**config.mk**
```make
export PLATFORM = sky130hd
export DESIGN_NAME = exs_switch_inputs
export DESIGN_NICKNAME = d
export VERILOG_FILES = /design/src/design/exs_pkg.sv /design/src/design/exs_switch_inputs.sv
export SDC_FILE = /design/constraint.sdc
export NUM_CORES = 1
export LEC_CHECK = 0
export ABC_AREA = 1
export ABC_CLOCK_PERIOD_IN_PS = 4200
export BUFFER_PORTS_ARGS = -buffer_cell sky130_fd_sc_hd__buf_2
export CAP_MARGIN = 5
export CORE_MARGIN = 10
export CORE_UTILIZATION = 55
export CTS_BUF_LIST = sky130_fd_sc_hd__clkbuf_8
export DETAILED_ROUTE_END_ITERATION = 8
export GPL_TIMING_DRIVEN = 0
export PLACE_DENSITY = 0.8
export SKIP_LAST_GASP = 1
export SYNTH_ARGS = -nofsm -noshare
export SYNTH_HDL_FRONTEND = slang
export SYNTH_SLANG_ARGS = --single-unit
```
**constraint.sdc**
```tcl
create_clock -name sys_clk -period 4.2 [get_ports sys_clk]
set_clock_uncertainty 0.2 [all_clocks]
set_input_delay 0.42 -clock sys_clk [delete_from_list [all_inputs] [get_ports sys_clk]]
set_output_delay 0.42 -clock sys_clk [all_outputs]
set_load 0.1 [all_outputs]
```
**src/design/exs_pkg.sv**
```systemverilog
// constants for the external switch inputs block: register map, fields, reset values, timing
// assumes one 100 MHz system clock and the plain strobe register port of the top module
package exs_pkg;

  localparam int          ADDR_W         = 8;
  localparam int          DATA_W         = 32;

  localparam logic [7:0]  ADDR_CTRL      = 8'h00;
  localparam logic [7:0]  ADDR_TMO       = 8'h04;
  localparam logic [7:0]  ADDR_STATUS    = 8'h08;

  // control register fields
  localparam int          CTRL_SET_LSB   = 0;
  localparam int          CTRL_TP_BIT    = 3;
  localparam int          CTRL_LNK_BIT   = 4;
  localparam int          CTRL_EARLY_BIT = 5;

  // status register fields
  localparam int          ST_SET_LSB     = 0;
  localparam int          ST_TA_BIT      = 3;
  localparam int          ST_LNK_BIT     = 4;
  localparam int          ST_PLVL_BIT    = 5;
  localparam int          ST_TLVL_BIT    = 6;
  localparam int          ST_RUN_BIT     = 7;

  localparam logic [2:0]  SET_EXTERNAL   = 3'h0;
  localparam logic [2:0]  SET_ONE        = 3'h1;
  localparam logic [2:0]  SET_TWO        = 3'h2;
  localparam logic [2:0]  SET_MAX        = 3'h6;
  localparam logic [2:0]  SET_RESET      = 3'h1;
  localparam logic [7:0]  TMO_LEVEL      = 8'h00;
  localparam logic [7:0]  TMO_RESET      = 8'h00;

  localparam int          CLK_PERIOD_NS  = 10;
  localparam int          TMO_UNIT_MS    = 1000;
  localparam int          DEBOUNCE_MS    = 5;
  localparam int          TMO_UNIT_CYC   = TMO_UNIT_MS * 1000000 / CLK_PERIOD_NS;
  localparam int          DEBOUNCE_CYC   = DEBOUNCE_MS * 1000000 / CLK_PERIOD_NS;

  typedef enum logic [2:0] {
    ST_LEVEL  = 3'b001,
    ST_IDLE   = 3'b010,
    ST_ACTIVE = 3'b100
  } exs_state_t;

endpackage

```
**src/design/exs_switch_inputs.sv**
```systemverilog
// external program set switch and traffic switch logic with a small register port
// assumes switch pins are synchronous-sampled levels, high when open; registers read one cycle late
//
// The plain strobed port and the address map were decided locally.
`timescale 1ns/100ps
`default_nettype none

module exs_switch_inputs
  import exs_pkg::*;
#(
  parameter int unsigned UNIT_CYCLES     = TMO_UNIT_CYC,
  parameter int unsigned DEBOUNCE_CYCLES = DEBOUNCE_CYC
)
(
  input  wire logic              sys_clk,
  input  wire logic              reset,
  input  wire logic [ADDR_W-1:0] reg_addr,
  input  wire logic [DATA_W-1:0] reg_wdata,
  input  wire logic              reg_wr,
  input  wire logic              reg_rd,
  output logic [DATA_W-1:0]      reg_rdata,
  input  wire logic              prog_switch_n,
  input  wire logic              traffic_switch_n,
  output logic [2:0]             active_program_set,
  output logic                   traffic_announcement_flag,
  output logic                   linked_network_traffic_flag
);

  // software state
  logic [2:0]        set_sel_reg;
  logic              local_tp_reg;
  logic              first_linked_network_enable_reg;
  logic              early_clear_reg;
  logic [7:0]        traffic_timeout_setting_reg;
  logic [DATA_W-1:0] rdata_reg;

  // input conditioning, bit 0 program, bit 1 traffic
  logic [1:0]        sync1_reg;
  logic [1:0]        sync2_reg;
  logic [1:0]        stable_reg;
  logic [1:0]        prev_reg;
  logic [31:0]       deb_cnt_reg [2];

  // traffic timing
  exs_state_t        state_reg;
  exs_state_t        state_next;
  logic [7:0]        remain_reg;
  logic [7:0]        remain_next;
  logic [31:0]       unit_cnt_reg;
  logic [2:0]        active_set_reg;
  logic              ta_flag_reg;
  logic              lnk_flag_reg;

  wire sel_ctrl    = (reg_addr == ADDR_CTRL);
  wire sel_tmo     = (reg_addr == ADDR_TMO);
  wire sel_status  = (reg_addr == ADDR_STATUS);
  wire wr_ctrl     = reg_wr & sel_ctrl;
  wire wr_tmo      = reg_wr & sel_tmo;
  wire [2:0] wr_set = reg_wdata[CTRL_SET_LSB +: 3];
  // set numbers above six are not stored sets, so such a write leaves the field alone
  wire set_ok      = (wr_set <= SET_MAX);

  wire prog_lvl    = stable_reg[0];
  wire ta_lvl      = stable_reg[1];
  wire ta_fall     = prev_reg[1] & ~stable_reg[1];
  wire ta_rise     = ~prev_reg[1] & stable_reg[1];
  wire edge_mode   = (traffic_timeout_setting_reg != TMO_LEVEL);
  wire ta_route    = local_tp_reg;
  wire lnk_route   = ~local_tp_reg & first_linked_network_enable_reg;
  wire unit_tick   = (unit_cnt_reg == UNIT_CYCLES - 1);

  // switch open (high) picks set one, closed picks set two
  wire [2:0] ext_set        = prog_lvl ? SET_ONE : SET_TWO;
  wire [2:0] active_set_nxt = (set_sel_reg == SET_EXTERNAL) ? ext_set : set_sel_reg;

  wire [DATA_W-1:0] ctrl_word =
    {{(DATA_W-6){1'b0}}, early_clear_reg, first_linked_network_enable_reg, local_tp_reg, set_sel_reg};
  wire [DATA_W-1:0] tmo_word  = {{(DATA_W-8){1'b0}}, traffic_timeout_setting_reg};
  wire [DATA_W-1:0] stat_word =
    {{(DATA_W-8){1'b0}}, (state_reg == ST_ACTIVE), ta_lvl, prog_lvl, lnk_flag_reg, ta_flag_reg,
     active_set_reg};
  wire [DATA_W-1:0] rd_mux    = sel_ctrl   ? ctrl_word :
                                sel_tmo    ? tmo_word  :
                                sel_status ? stat_word : '0;

  // the linked flag is a plain level copy, edge mode never reaches it
  wire lnk_flag_nxt = lnk_route & ~ta_lvl;
  // level mode copies the inverted pin; edge mode shows the timer state
  wire ta_flag_nxt  = ta_route & (edge_mode ? (state_next == ST_ACTIVE) : ~ta_lvl);

  always_comb
  begin
    state_next  = state_reg;
    remain_next = remain_reg;
    if (!edge_mode)
    begin
      state_next = ST_LEVEL;
    end
    else if (!ta_route)
    begin
      // an unrouted switch must not arm a timer that shows once the route opens
      state_next = ST_IDLE;
    end
    else
    begin
      case (state_reg)
        ST_LEVEL:
        begin
          state_next = ST_IDLE;
        end
        ST_IDLE:
        begin
          if (ta_fall)
          begin
            state_next  = ST_ACTIVE;
            remain_next = traffic_timeout_setting_reg;
          end
        end
        ST_ACTIVE:
        begin
          if (ta_fall)
          begin
            remain_next = traffic_timeout_setting_reg;
          end
          else if (ta_rise && early_clear_reg)
          begin
            state_next = ST_IDLE;
          end
          else if (unit_tick)
          begin
            if (remain_reg <= 8'h01)
            begin
              state_next = ST_IDLE;
            end
            remain_next = remain_reg - 8'h01;
          end
        end
        default:
        begin
          state_next = ST_IDLE;
        end
      endcase
    end
  end

  always_ff @(posedge sys_clk or posedge reset)
  begin
    if (reset)
    begin
      set_sel_reg                     <= SET_RESET;
      local_tp_reg                    <= 1'b0;
      first_linked_network_enable_reg <= 1'b0;
      early_clear_reg                 <= 1'b0;
      traffic_timeout_setting_reg     <= TMO_RESET;
    end
    else if (wr_ctrl)
    begin
      if (set_ok)
      begin
        set_sel_reg <= wr_set;
      end
      local_tp_reg                    <= reg_wdata[CTRL_TP_BIT];
      first_linked_network_enable_reg <= reg_wdata[CTRL_LNK_BIT];
      early_clear_reg                 <= reg_wdata[CTRL_EARLY_BIT];
    end
    else if (wr_tmo)
    begin
      traffic_timeout_setting_reg <= reg_wdata[7:0];
    end
  end

  always_ff @(posedge sys_clk or posedge reset)
  begin
    if (reset)
    begin
      rdata_reg <= '0;
    end
    else if (reg_rd)
    begin
      rdata_reg <= rd_mux;
    end
  end

  // two-stage synchroniser, then a level must hold for the whole filter window
  always_ff @(posedge sys_clk or posedge reset)
  begin
    if (reset)
    begin
      sync1_reg      <= 2'b11;
      sync2_reg      <= 2'b11;
      stable_reg     <= 2'b11;
      prev_reg       <= 2'b11;
      deb_cnt_reg[0] <= '0;
      deb_cnt_reg[1] <= '0;
    end
    else
    begin
      sync1_reg <= {traffic_switch_n, prog_switch_n};
      sync2_reg <= sync1_reg;
      prev_reg  <= stable_reg;
      for (int i = 0; i < 2; i++)
      begin
        if (sync2_reg[i] == stable_reg[i])
        begin
          deb_cnt_reg[i] <= '0;
        end
        else if (deb_cnt_reg[i] >= DEBOUNCE_CYCLES - 1)
        begin
          stable_reg[i]  <= sync2_reg[i];
          deb_cnt_reg[i] <= '0;
        end
        else
        begin
          deb_cnt_reg[i] <= deb_cnt_reg[i] + 32'h0000_0001;
        end
      end
    end
  end

  // the unit prescaler restarts on every fall so a timeout is exactly whole units long
  always_ff @(posedge sys_clk or posedge reset)
  begin
    if (reset)
    begin
      unit_cnt_reg <= '0;
    end
    else if (ta_fall || unit_tick || state_reg != ST_ACTIVE)
    begin
      unit_cnt_reg <= '0;
    end
    else
    begin
      unit_cnt_reg <= unit_cnt_reg + 32'h0000_0001;
    end
  end

  always_ff @(posedge sys_clk or posedge reset)
  begin
    if (reset)
    begin
      state_reg      <= ST_LEVEL;
      remain_reg     <= 8'h00;
      active_set_reg <= SET_RESET;
      ta_flag_reg    <= 1'b0;
      lnk_flag_reg   <= 1'b0;
    end
    else
    begin
      state_reg      <= state_next;
      remain_reg     <= remain_next;
      active_set_reg <= active_set_nxt;
      ta_flag_reg    <= ta_flag_nxt;
      lnk_flag_reg   <= lnk_flag_nxt;
    end
  end

  assign reg_rdata                   = rdata_reg;
  assign active_program_set          = active_set_reg;
  assign traffic_announcement_flag   = ta_flag_reg;
  assign linked_network_traffic_flag = lnk_flag_reg;
endmodule

`default_nettype wire

```
# After elaboration in Yosys (flattened, before gate mapping)
# Index checks and enable logic that the tools add are counted.
# totals
romBits	0
regBits	166
mem_count	0
elab_cells	88
output_inout_bits	37
inputBits	46
latch_bits	0
ramBits	0
# classes
mux	24
n_lt_le_gt_ge	4
shift	0
bitwise	13
mul	0
addsub	4
div	0
reduce_logical	12
n_eq_ne	12
# op_table
op	count
32-bit two-way mux	5
32-bit by 1-bit adder with 32-bit output (second input constant)	3
32-bit by 19-bit greater-or-equal comparator with 1-bit output (second input constant)	2
8-bit two-way mux	7
32-bit by 27-bit equality test with 1-bit output (second input constant)	1
3-bit two-way mux	8
8-bit one-hot mux with 2 select lines	1
3-bit != test (second input constant)	3
8-bit by 3-bit equality test with 1-bit output (second input constant)	1
8-bit by 4-bit equality test with 1-bit output (second input constant)	1
8-bit by 1-bit <= comparator with 1-bit output (second input constant)	1
8-bit logical NOT	1
2-bit AND reduction	4
8-bit nonzero test	1
8-bit by 1-bit subtractor with 8-bit output (second input constant)	1
1-bit AND	7
3-bit equality test (second input constant)	2
1-bit inverter	6
3-bit one-hot mux with 2 select lines	1
6-bit AND reduction	1
3-bit by 2-bit equality test with 1-bit output (second input constant)	1
3-bit <= comparator (second input constant)	1
3-bit logical NOT	1
1-bit equality test	2
6 further kinds	7

# Depth between registers and ports, before layout
# Gate-level depths: netlist of the first run.
# depth
word_depth	11
ltp_mapped	11
depth_no_buf	11

# Worst setup path after synthesis of the first run
# Ideal clock, no wire load.
# synth_timing
path_type	input to register
startpoint	input reg_addr[1]
endpoint	register traffic_timeout_setting_reg[0]
slack_ps	2388
arrival_time_ps	1487
setup_time_ps	125
path_buffers	1
required_ps	3875
cell_stages	6
path_cell_list	nor2_2 -> nand2_2 -> nor3b_4 -> nand2_4 -> buf_6 -> mux2_4
# synth_via
elab_chain_cells	4
elab_cells_between_ends	6
classes_between	eq/ne: 1; bitwise: 3; reduce/logical: 2
# synth_lines
element	line_no	text
start: declaration	exs_switch_inputs.sv:17	input wire logic [ADDR_W-1:0] reg_addr,
8-bit logical NOT	exs_switch_inputs.sv:54	wire sel_ctrl = (reg_addr == ADDR_CTRL);
1-bit AND	exs_switch_inputs.sv:57	wire wr_ctrl = reg_wr & sel_ctrl;
1-bit inverter (no source line)	-	
2-bit AND reduction (no source line) (*)	-	
end signal: assignment	exs_switch_inputs.sv:168	traffic_timeout_setting_reg <= reg_wdata[7:0];
end: declaration	exs_switch_inputs.sv:34	logic [7:0] traffic_timeout_setting_reg;
# Every way passes the cells marked *; elsewhere a longest branch is shown, timed or not.
# A chain may end at the register's enable or synchronous reset.

# Final worst setup path of the first run
# layout_timing
startpoint	register unit_cnt_reg[0]
endpoint	register remain_reg[7]
# layout_via
elab_chain_cells	3
# layout_lines
element	line_no	text
start: declaration	exs_switch_inputs.sv:49	logic [31:0] unit_cnt_reg;
start signal: assignment	exs_switch_inputs.sv:233	unit_cnt_reg <= unit_cnt_reg + 32'h0000_0001;
32-bit by 27-bit equality test with 1-bit output	exs_switch_inputs.sv:70	wire unit_tick = (unit_cnt_reg == UNIT_CYCLES - 1);
3-bit != test (no source line)	-	
6-bit AND reduction (no source line)	-	
end signal: assignment	exs_switch_inputs.sv:250	remain_reg <= remain_next;
end: declaration	exs_switch_inputs.sv:47	logic [7:0] remain_reg;
# Every way passes these cells.

==> results of run 1 <==
[cell families after synthesis]
group	Yosys count
buffers and inverters	119
multiplexers	5
adder cells (fa/ha/maj)	5
AND/OR/NAND/NOR	483
XOR/XNOR	46
flip-flops	141
other	1
AO/OA/AOI/OAI	47
[layout make-up]
class                      count  area (sq um)
tap                          172         215.2
fill                        1062          4484
inverter                      84         319.1
buffer                        35         252.7
timing repair buffer          43         295.3
multi-input combinational    636          3078
sequential                   141          3541
clock inverter                14         135.1
clock buffer                  18         247.7
[stage by stage]
stage / instance area, sq um / total power, mW
floorplan: 7191 / 1.627
global placement: 7571 / 1.661
detailed placement: 7631 / 1.672
CTS: 8084 / 2.723
global route: 8084 / 2.804
finish: 8084 / 2.703
[worst register-to-register path, delay by kind of cell (launching register included)]
family | cells | cell delay (ps)
buffers and inverters | 3 | 400
flip-flops | 1 | 400
AO/OA/AOI/OAI | 1 | 50
AND/OR/NAND/NOR | 6 | 710
adder cells (fa/ha/maj) | 1 | 230
[power groups by stage]
stage               clock (mW)  sequential, mW  combinational (mW)
floorplan                    0            1.46               0.172
global placement             0            1.44               0.223
detailed placement           0            1.44               0.232
CTS                       1.07            1.41               0.238
global route              1.13            1.42               0.256
finish                    1.05            1.41               0.238
[synth_stat cells (all sizes together), types with 4 or more instances]
cell	n
dfrtp	131
ha	5
nor4	4
dfstp	10
xor2	33
nor3b	7
mux2	5
nand2	231
xnor2	13
nand4	10
a21oi	8
nor2	141
o22ai	4
inv	84
nor3	45
nand3	39
o21ai	27
buf	33
[layout by cell type (no fill, tap or decap), types with 13 or more instances in the layout]
| cell | Yosys | routed |
|---|---|---|
| buf_2 | 4 | 37 |
| buf_4 | 27 | 27 |
| clkbuf_8 | 0 | 18 |
| conb_1 | 1 | 50 |
| dfrtp_1 | 131 | 131 |
| inv_1 | 84 | 84 |
| nand2_1 | 226 | 226 |
| nand3_1 | 37 | 37 |
| nor2_1 | 140 | 140 |
| nor3_1 | 42 | 42 |
| o21ai_0 | 21 | 21 |
| xnor2_1 | 13 | 13 |
| xor2_1 | 33 | 33 |
[layer usage]
layer / vias up / share of wire / track usage
met2: 109 / 0.50 / 0.2789
met3: 17 / 0.043 / 0.04164
met5: - / 0 / 0
met1: 2626 / 0.44 / 0.2072
li1: 2830 / - / -
met4: 0 / 0.015 / 0.06235
[final timing paths]
| path | from | slack, ps | end | depth (start not counted) |
|---|---|---|---|---|
| setup / recovery | unit_cnt_reg[0] | 2100 | remain_reg[7] | 11 |
| hold / removal | reg_wdata[2] | 40 | traffic_timeout_setting_reg[2] | 2 |
| setup reg to reg | unit_cnt_reg[0] | 2100 | remain_reg[7] | 11 |
| hold reg to reg | sync1_reg[1] | 160 | sync2_reg[1] | 0 |
| max in group asynchronous | reset | 2450 | state_reg[0] | 5 |
| min in group asynchronous | reset | 400 | deb_cnt_reg[20] | 3 |
==> qor.csv, run 1 <==
stage,metric,value,unit
outcome,outcome,completed,
place,dpl cells,1104,
floorplanning,die area,17650,sq um
synth,Post-Syn Area per Cell,8.268,sq um
sta,Hold Slack,37.74,ps
synth,"Async S/R FF share, synth",1.000,
synth,Post-Synth Simple-Gate Area,0.2950,
run,number of max-cap violations,0,
pwr,Flop pwr share,0.523,
route,1st-iter DRT viols,422,
synth,cell count after synthesis,847,
route,First-pass DRT Iterations,6,
global_route,number of global-route vias before repair,5373,
synth,"Top FF cell, synth",dfrtp_1,
clocking,CTS H-tree lvls,4,
final_layout,final std cells w/o fill,1143,
synth,largest cells by area after synthesis,"dfrtp_1 47%, nand2_1 12%, nor2_1 7.5%, inv_1 4.5%, xor2_1 4.1%",
min_path,worst hold path class,input port to flop,
synth,Synth Area in Compound Gates,0.04109,
place,detailed placement HPWL,10860,um
final_layout,post-layout util,0.6432,
worst_setup_path,"critical path fanouts, max",10,
synth,"EDFF count, synth",0,
clocking,post_cts resized,0,
synth,Yosys top cell area share,0.4681,
clocking,CTS Buf Count,17,
final_layout,max reg flops,64,
synth,Synth area leader,dfrtp_1,
sta,crit path time final,2101,ps
route,Avg WL per Cell,12.67,um
floorplanning,num rows,41,
worst_setup_path,Critical Path AT,2250,ps
worst_setup_path,Top Family by Delay on Critical Path,simple AND/OR/NAND/NOR gates,
pwr,Int Power,1.942,mW
sta,RSZ-0062 raised after global routing,false,
synth,register area share after synthesis,0.5056,
clocking,Sink Count,141,
sta,setup TNS,0,ps
floorplanning,DIE HEIGHT,132.8,um
synth,fraction of synthesized area in multiplexers,0.01018,
route,final wirelength,14480,um
sta,setup ws final,2099,ps
pwr,Clock Power Share,0.389,
worst_setup_path,worst-path cell chain,"ha_1, nand3_1, inv_1, nand2_1, inv_1, nand2_1, nand2_2, nand2_2, buf_6, nand2_1, o21ai_2",
worst_setup_path,Worst setup SP type,flop,
route,number of remaining DRC errors,0,
worst_setup_path,crit end category,flop,
pwr,P_sw,0.7609,mW
sta,Slew HR,0.4314,
pwr,power per cell area,334.4,nW/um^2
synth,"FF+latch count, synth",141,
synth,"Distinct cells, synth",40,
synth,Synth Area in Adders,0.008933,
synth,combinational family with the most area after synthesis,simple AND/OR/NAND/NOR gates,
final_layout,ANT cells,0,
sta,max-slew violations,0,
floorplanning,Horiz. Die Dim,132.8,um
sta,Final Hold Vio Count,0,
sta,Final setup viols,0,
clocking,root buffer cell,clkbuf_8,
floorplanning,Initial Util,0.5572,
global_route,total grt overflow,0,
worst_setup_path,most frequent CP cell,nand2_1,
pwr,LEAKAGE,3.629,nW
clocking,clk_lat worst skew,460,ps
place,pre-CTS setup slack,2062,ps
clocking,count of hold-fix buffers inserted at cts,7,
worst_setup_path,Bufs and invs on worst path,3,
worst_setup_path,Worst path slowest cell,dfrtp_1,
synth,Mapped Area,7003,sq um
sta,Worst Tran Pin Value,845.9,ps
clocking,clock transition at the registers of the reported paths,90,ps
global_route,first-pass GRT wire length,24590,um
synth,Synth Warn #,0,
floorplanning,core area,12570,sq um
global_route,largest net degree at the start of global routing,44,
worst_setup_path,CP Class,flop to flop,
pwr,sw frac,0.2815,
synth,post-synthesis xor/xnor area fraction,0.05753,
final_layout,Nets,1009,
worst_setup_path,Worst path max stage delay,400,ps
place,GPL Wtd Cong,0.9286,
pwr,VDD IR max,0.2511,mV
clocking,Post-CTS Setup Bufs,0,
route,routed vias,5582,
global_route,initial antenna violation count,0,
floorplanning,IO Pins,83,
route,vias per cell,4.884,
clocking,CTS tree,yes,
final_layout,layout cell share with drive strength beyond 1,0.1401,
pwr,combinational power share,0.088,
sta,period utilization,0.5002,
place,PortBufs,33,
final_layout,synthesis-to-layout area growth,15.44,%
route,Post-DRT Antenna Nets,0,
global_route,gr usage total,0.1682,
sta,Max Freq,476.0,MHz
clocking,CTS max path bufs,2,
worst_setup_path,Worst EP required,4350,ps
Power figures use the tool's default switching activity.
==> run 2, diff against run 1 <==
--- a/config.mk
+++ b/config.mk
@@ -6,7 +6,7 @@
 export NUM_CORES = 1
 export LEC_CHECK = 0
 export ABC_AREA = 1
-export ABC_CLOCK_PERIOD_IN_PS = 4200
+export ABC_CLOCK_PERIOD_IN_PS = 1700
 export BUFFER_PORTS_ARGS = -buffer_cell sky130_fd_sc_hd__buf_2
 export CAP_MARGIN = 5
 export CORE_MARGIN = 10
==> constraint.sdc (replaced) <==
create_clock -name sys_clk -period 1.7 [get_ports sys_clk]
set_clock_uncertainty 0.2 [all_clocks]
set_input_delay 0.17 -clock sys_clk [delete_from_list [all_inputs] [get_ports sys_clk]]
set_output_delay 0.17 -clock sys_clk [all_outputs]
set_load 0.1 [all_outputs]
==> qor.csv, run 2 (synthesized netlist as in run 1, its figures left out) <==
stage,metric,value,unit,change
global_route,initial antenna violation count,0,,unchanged
final_layout,layout cell share with drive strength beyond 1,0.3757,,was 0.1401
floorplanning,IO Pins,83,,unchanged
place,GPL Wtd Cong,0.9375,,was 0.9286
route,number of remaining DRC errors,0,,unchanged
sta,Slew HR,0.3993,,was 0.4314
floorplanning,Horiz. Die Dim,132.8,um,unchanged
clocking,clk_lat worst skew,480,ps,was 460 ps
route,1st-iter DRT viols,703,,was 422
sta,crit path time final,1885,ps,was 2101 ps
floorplanning,Initial Util,0.5572,,unchanged
sta,Max Freq,530.5,MHz,was 476.0 MHz
run,number of max-cap violations,0,,unchanged
final_layout,Nets,1100,,was 1009
floorplanning,num rows,41,,unchanged
worst_setup_path,CP Class,flop to flop,,unchanged
global_route,largest net degree at the start of global routing,43,,was 44
final_layout,post-layout util,0.7791,,was 0.6432
sta,setup TNS,-5983,ps,was 0 ps
route,final wirelength,21310,um,was 14480 um
final_layout,max reg flops,64,,unchanged
outcome,outcome,finished with violations,,was completed
floorplanning,DIE HEIGHT,132.8,um,unchanged
clocking,root buffer cell,clkbuf_8,,unchanged
global_route,number of global-route vias before repair,6036,,was 5373
clocking,CTS H-tree lvls,4,,unchanged
global_route,gr usage total,0.1922,,was 0.1682
sta,Worst Tran Pin Value,893.6,ps,was 845.9 ps
final_layout,synthesis-to-layout area growth,39.82,%,was 15.44%
global_route,first-pass GRT wire length,28210,um,was 24590 um
worst_setup_path,"critical path fanouts, max",5,,was 10
outcome,failing checks,negative setup slack,,
route,Avg WL per Cell,17.27,um,was 12.67 um
pwr,power per cell area,695.8,nW/um^2,was 334.4 nW/um^2
global_route,total grt overflow,0,,unchanged
worst_setup_path,Worst setup SP type,flop,,unchanged
final_layout,Filler Cells Inserted,678,,was 1062
final_layout,most frequent cells in the layout,"187 x nand2_1, 121 x dfrtp_1, 89 x buf_4, 70 x inv_1, 64 x nor2_1",,"was 226 x nand2_1, 140 x nor2_1, 131 x dfrtp_1, 84 x inv_1, 50 x conb_1"
worst_setup_path,Critical Path AT,2050,ps,was 2250 ps
pwr,LEAKAGE,4.417,nW,was 3.629 nW
route,vias per cell,5.451,,was 4.884
final_layout,"commonest non-fill, non-tap cell in the layout",nand2_1,,unchanged
sta,setup ws final,-185.1,ps,was 2099 ps
route,First-pass DRT Iterations,6,,unchanged
pwr,VDD IR max,0.9923,mV,was 0.2511 mV
worst_setup_path,Worst EP required,1860,ps,was 4350 ps
route,routed vias,6726,,was 5582
route,Post-DRT Antenna Nets,0,,unchanged
clocking,CTS tree,yes,,unchanged
final_layout,ANT cells,0,,unchanged
sta,Final setup viols,83,,was 0
sta,max-slew violations,0,,unchanged
clocking,clock transition at the registers of the reported paths,90,ps,about the same
floorplanning,die area,17650,sq um,unchanged
min_path,worst hold path class,input port to flop,,unchanged
sta,RSZ-0062 raised after global routing,true,,was false
clocking,CTS max path bufs,2,,unchanged
sta,Final Hold Vio Count,0,,unchanged
floorplanning,core area,12570,sq um,unchanged
place,detailed placement HPWL,10790,um,was 10860 um
clocking,CTS Buf Count,17,,unchanged
place,PortBufs,33,,unchanged
sta,period utilization,1.109,,was 0.5002
clocking,Sink Count,141,,unchanged
worst_setup_path,crit end category,flop,,unchanged
[run 2: changes by cell type in the layout (fill, tap and decap cells not counted), sizes merged]
cell,change
buf,+79
dlygate4sd3,+9
clkbuf,+4
clkinv,-3
inv,+2
bufinv,-1
clkinvlp,+1
[run 2: what timing repair did]
action / in CTS / in global routing
setup buffers: 39 / 37
endpoints found under the setup margin: 77 / 83
resized for setup: 83 / 176
pin swaps: 16 / 48
cloned: 4 / 3
hold buffers: 16 / 0
endpoints found under the hold margin: 53 / 0
[run 2: metal layers]
layer,share of wire,GRT usage,vias to the layer above,wire length (um)
li1,-,-,3003,-
met1,0.36,0.2225,3259,7764
met2,0.53,0.3365,348,11190
met3,0.067,0.04315,116,1430
met4,0.043,0.07641,0,927
met5,0,0,-,0
[run 2: area by class of cell]
| class | count | area [sq um] | area share |
|---|---|---|---|
| Multi-Input combinational cell | 636 | 3872 | 0.3955 |
| Tap cell | 172 | 215.2 | 0.02198 |
| Clock inverter | 13 | 115.1 | 0.01176 |
| Timing Repair Buffer | 134 | 1147 | 0.1172 |
| Clock buffer | 19 | 261.5 | 0.02671 |
| Buffer | 35 | 305.3 | 0.03118 |
| Inverter | 84 | 321.6 | 0.03284 |
| Sequential cell | 141 | 3553 | 0.3629 |
[run 2: path summary, 6_finish.rpt]
| check | slack (ps) | cells after the start | start | endpoint |
|---|---|---|---|---|
| worst max-delay path | -190 | 6 | unit_cnt_reg[4] | unit_cnt_reg[9] |
| worst min-delay path | 30 | 6 | reg_addr[2] | reg_rdata[3] |
| worst max register to register | -190 | 6 | unit_cnt_reg[4] | unit_cnt_reg[9] |
| worst min register to register | 160 | 0 | sync1_reg[1] | sync2_reg[1] |
| max in group asynchronous | 200 | 5 | reset | state_reg[0] |
| min in group asynchronous | 160 | 3 | reset | set_sel_reg[1] |
[run 2: power breakdown]
group | internal, mW | switching, mW | leakage, nW
clock | 1.14 | 1.49 | 0.185
combinational | 0.178 | 0.501 | 2.40
sequential | 3.44 | 0.0569 | 1.84
[run 2: worst max-delay path: stages, from the launching register on]
cell and delay, ps:
dfrtp_2 430, inv_1 140, nor3_1 280, nand2_1 170, nor2_2 200, xor2_1 290, nor2_4 70
[run 2: per-stage QoR]
step | cell area (sq um) | std cells | hold WS, ps | power [mW] | setup slack (ps)
after floorplan | 7252 | 896 | -25.52 | 4.023 | -424.9
after global placement | 7632 | 1101 | 75.52 | 4.104 | -1231
after detailed placement | 7692 | 1104 | 76.21 | 4.132 | -272.5
after CTS | 8826 | 1195 | -3.257 | 6.702 | -109.3
after global routing | 9792 | 1234 | 39.52 | 7.026 | -226.5
final | 9792 | 1234 | 33.30 | 6.813 | -185.1
==> run 3, diff against run 2 <==
--- a/config.mk
+++ b/config.mk
@@ -10,11 +10,11 @@
 export BUFFER_PORTS_ARGS = -buffer_cell sky130_fd_sc_hd__buf_2
 export CAP_MARGIN = 5
 export CORE_MARGIN = 10
-export CORE_UTILIZATION = 55
+export CORE_UTILIZATION = 45
 export CTS_BUF_LIST = sky130_fd_sc_hd__clkbuf_8
 export DETAILED_ROUTE_END_ITERATION = 8
 export GPL_TIMING_DRIVEN = 0
-export PLACE_DENSITY = 0.8
+export PLACE_DENSITY = 0.68
 export SKIP_LAST_GASP = 1
 export SYNTH_ARGS = -nofsm -noshare
 export SYNTH_HDL_FRONTEND = slang
==> qor.csv, run 3 (synthesized netlist as in run 1, its figures left out) <==
stage,metric,value,unit,change
floorplanning,core area,15200,sq um,was 12570 sq um
clocking,CTS max path bufs,2,,unchanged
clocking,root buffer cell,clkbuf_8,,unchanged
floorplanning,DIE HEIGHT,144.8,um,was 132.8 um
worst_setup_path,CP Class,flop to flop,,unchanged
route,vias per cell,5.061,,was 5.451
floorplanning,IO Pins,83,,unchanged
global_route,first-pass GRT wire length,26540,um,was 28210 um
place,detailed placement HPWL,10720,um,was 10790 um
sta,RSZ-0062 raised after global routing,true,,unchanged
sta,Max Freq,517.2,MHz,was 530.5 MHz
global_route,initial antenna violation count,0,,unchanged
route,First-pass DRT Iterations,5,,was 6
min_path,worst hold path class,input port to flop,,unchanged
final_layout,"commonest non-fill, non-tap cell in the layout",nand2_1,,unchanged
sta,Final Hold Vio Count,0,,unchanged
clocking,CTS Buf Count,17,,unchanged
global_route,total grt overflow,0,,unchanged
final_layout,max reg flops,64,,unchanged
sta,Slew HR,0.4439,,was 0.3993
sta,Final setup viols,79,,was 83
worst_setup_path,Critical Path AT,2090,ps,was 2050 ps
place,dpl cells,1121,,was 1104
clocking,clk_lat worst skew,460,ps,was 480 ps
worst_setup_path,Worst setup SP type,flop,,unchanged
route,routed vias,6392,,was 6726
global_route,largest net degree at the start of global routing,40,,was 43
route,Avg WL per Cell,15.41,um,was 17.27 um
sta,crit path time final,1933,ps,was 1885 ps
floorplanning,Horiz. Die Dim,144.8,um,was 132.8 um
route,1st-iter DRT viols,475,,was 703
route,number of remaining DRC errors,0,,unchanged
clocking,clock transition at the registers of the reported paths,90,ps,about the same
final_layout,most frequent cells in the layout,"187 x nand2_1, 124 x dfrtp_1, 92 x buf_4, 68 x inv_1, 54 x nor2_1",,"was 187 x nand2_1, 121 x dfrtp_1, 89 x buf_4, 70 x inv_1, 64 x nor2_1"
floorplanning,die area,20950,sq um,was 17650 sq um
global_route,number of global-route vias before repair,5877,,was 6036
pwr,power per cell area,684.0,nW/um^2,was 695.8 nW/um^2
pwr,LEAKAGE,4.573,nW,was 4.417 nW
final_layout,Nets,1113,,was 1100
outcome,failing checks,negative setup slack,,unchanged
route,Post-DRT Antenna Nets,0,,unchanged
sta,period utilization,1.137,,was 1.109
sta,max-slew violations,0,,unchanged
final_layout,post-layout util,0.6770,,was 0.7791
global_route,gr usage total,0.1565,,was 0.1922
sta,setup ws final,-233.5,ps,was -185.1 ps
clocking,CTS H-tree lvls,4,,unchanged
place,PortBufs,33,,unchanged
run,number of max-cap violations,0,,unchanged
outcome,outcome,finished with violations,,unchanged
clocking,CTS tree,yes,,unchanged
clocking,Sink Count,141,,unchanged
place,GPL Wtd Cong,0.9033,,was 0.9375
floorplanning,num rows,45,,was 41
route,final wirelength,19460,um,was 21310 um
final_layout,ANT cells,0,,unchanged
final_layout,final std cells w/o fill,1263,,was 1234
worst_setup_path,crit end category,flop,,unchanged
final_layout,synthesis-to-layout area growth,46.95,%,was 39.82%
pwr,VDD IR max,0.5735,mV,was 0.9923 mV
floorplanning,Initial Util,0.4607,,was 0.5572
final_layout,layout cell share with drive strength beyond 1,0.4037,,was 0.3757
worst_setup_path,Worst EP required,1860,ps,about the same
sta,Worst Tran Pin Value,827.3,ps,was 893.6 ps
worst_setup_path,"critical path fanouts, max",4,,was 5
final_layout,Filler Cells Inserted,1077,,was 678
==> run 3: cell types whose count changed in the layout (fill, tap and decap cells not counted), moves of 4 or more <==
cell     previous run  this run
nor2_1             64        54
inv_8               2         7
nor2_2             54        37
xor2_2              1         9
xor2_1             32        23
nand2_2            32        36
buf_6              17        23
nor2_4             23        50
==> run 3: per-stage QoR <==
stage	hold WS [ps]	power [mW]	setup TNS, ps	setup WS, ps	area [sq um]
3_5_place_dp	20.44	4.137	-13590	-243.3	7732
3_3_place_gp	75.29	4.110	-192100	-1322	7652
5_1_grt	24.21	7.319	-15700	-267.7	10290
4_1_cts	-2.643	7.050	-2358	-105.6	9085
2_1_floorplan	-25.52	4.023	-55790	-424.9	7252
6_report	3.504	7.039	-10330	-233.5	10290
==> run 3: area by class of cell <==
class / count / area (sq um) / share of cell area
Buffer: 35 / 317.8 / 0.03088
Clock buffer: 17 / 234.0 / 0.02274
Clock inverter: 15 / 188.9 / 0.01836
Inverter: 84 / 321.6 / 0.03125
Multi-Input combinational cell: 636 / 4109 / 0.3993
Sequential cell: 141 / 3550 / 0.3449
Tap cell: 188 / 235.2 / 0.02286
Timing Repair Buffer: 147 / 1335 / 0.1297
==> run 3: path summary, 6_finish.rpt <==
check,cells past startpoint,end,start,slack [ps]
worst max-delay path,7,unit_cnt_reg[10],unit_cnt_reg[8],-230
worst min-delay path,6,reg_rdata[1],reg_addr[2],4
worst max register to register,7,unit_cnt_reg[10],unit_cnt_reg[8],-230
worst min register to register,0,sync2_reg[1],sync1_reg[1],160
max in group asynchronous,6,state_reg[0],reset,230
min in group asynchronous,3,deb_cnt_reg[39],reset,60
==> run 3: repair_timing <==
| item | 4_1_cts | 5_1_grt |
|---|---|---|
| cloned | 3 | 4 |
| pin swaps | 27 | 52 |
| setup buffers | 55 | 37 |
| hold buffers | 15 | 0 |
| resized for setup | 94 | 218 |
| endpoints found under the setup margin | 81 | 85 |
| hold endpoints to repair | 101 | 0 |
==> run 3: where the power goes <==
group	switching (mW)	internal, mW	total [mW]	leakage [nW]
combinational	0.486	0.168	0.653	2.52
clock	1.51	1.39	2.89	0.211
sequential	0.0490	3.44	3.49	1.84
==> run 3: layer usage <==
metal	track usage	share of wire	vias up
met3	0.03683	0.052	61
met2	0.2664	0.53	217
met5	0	0	-
li1	-	-	3029
met1	0.1883	0.39	3085
met4	0.05798	0.030	0
==> run 3: critical path, cell delays in order (launching register included) <==
cell and delay, ps:
dfrtp_1 410, inv_2 80, buf_4 150, nor3_2 320, nand2_1 190, nor2_4 190
xor2_2 220, nor2_4 60
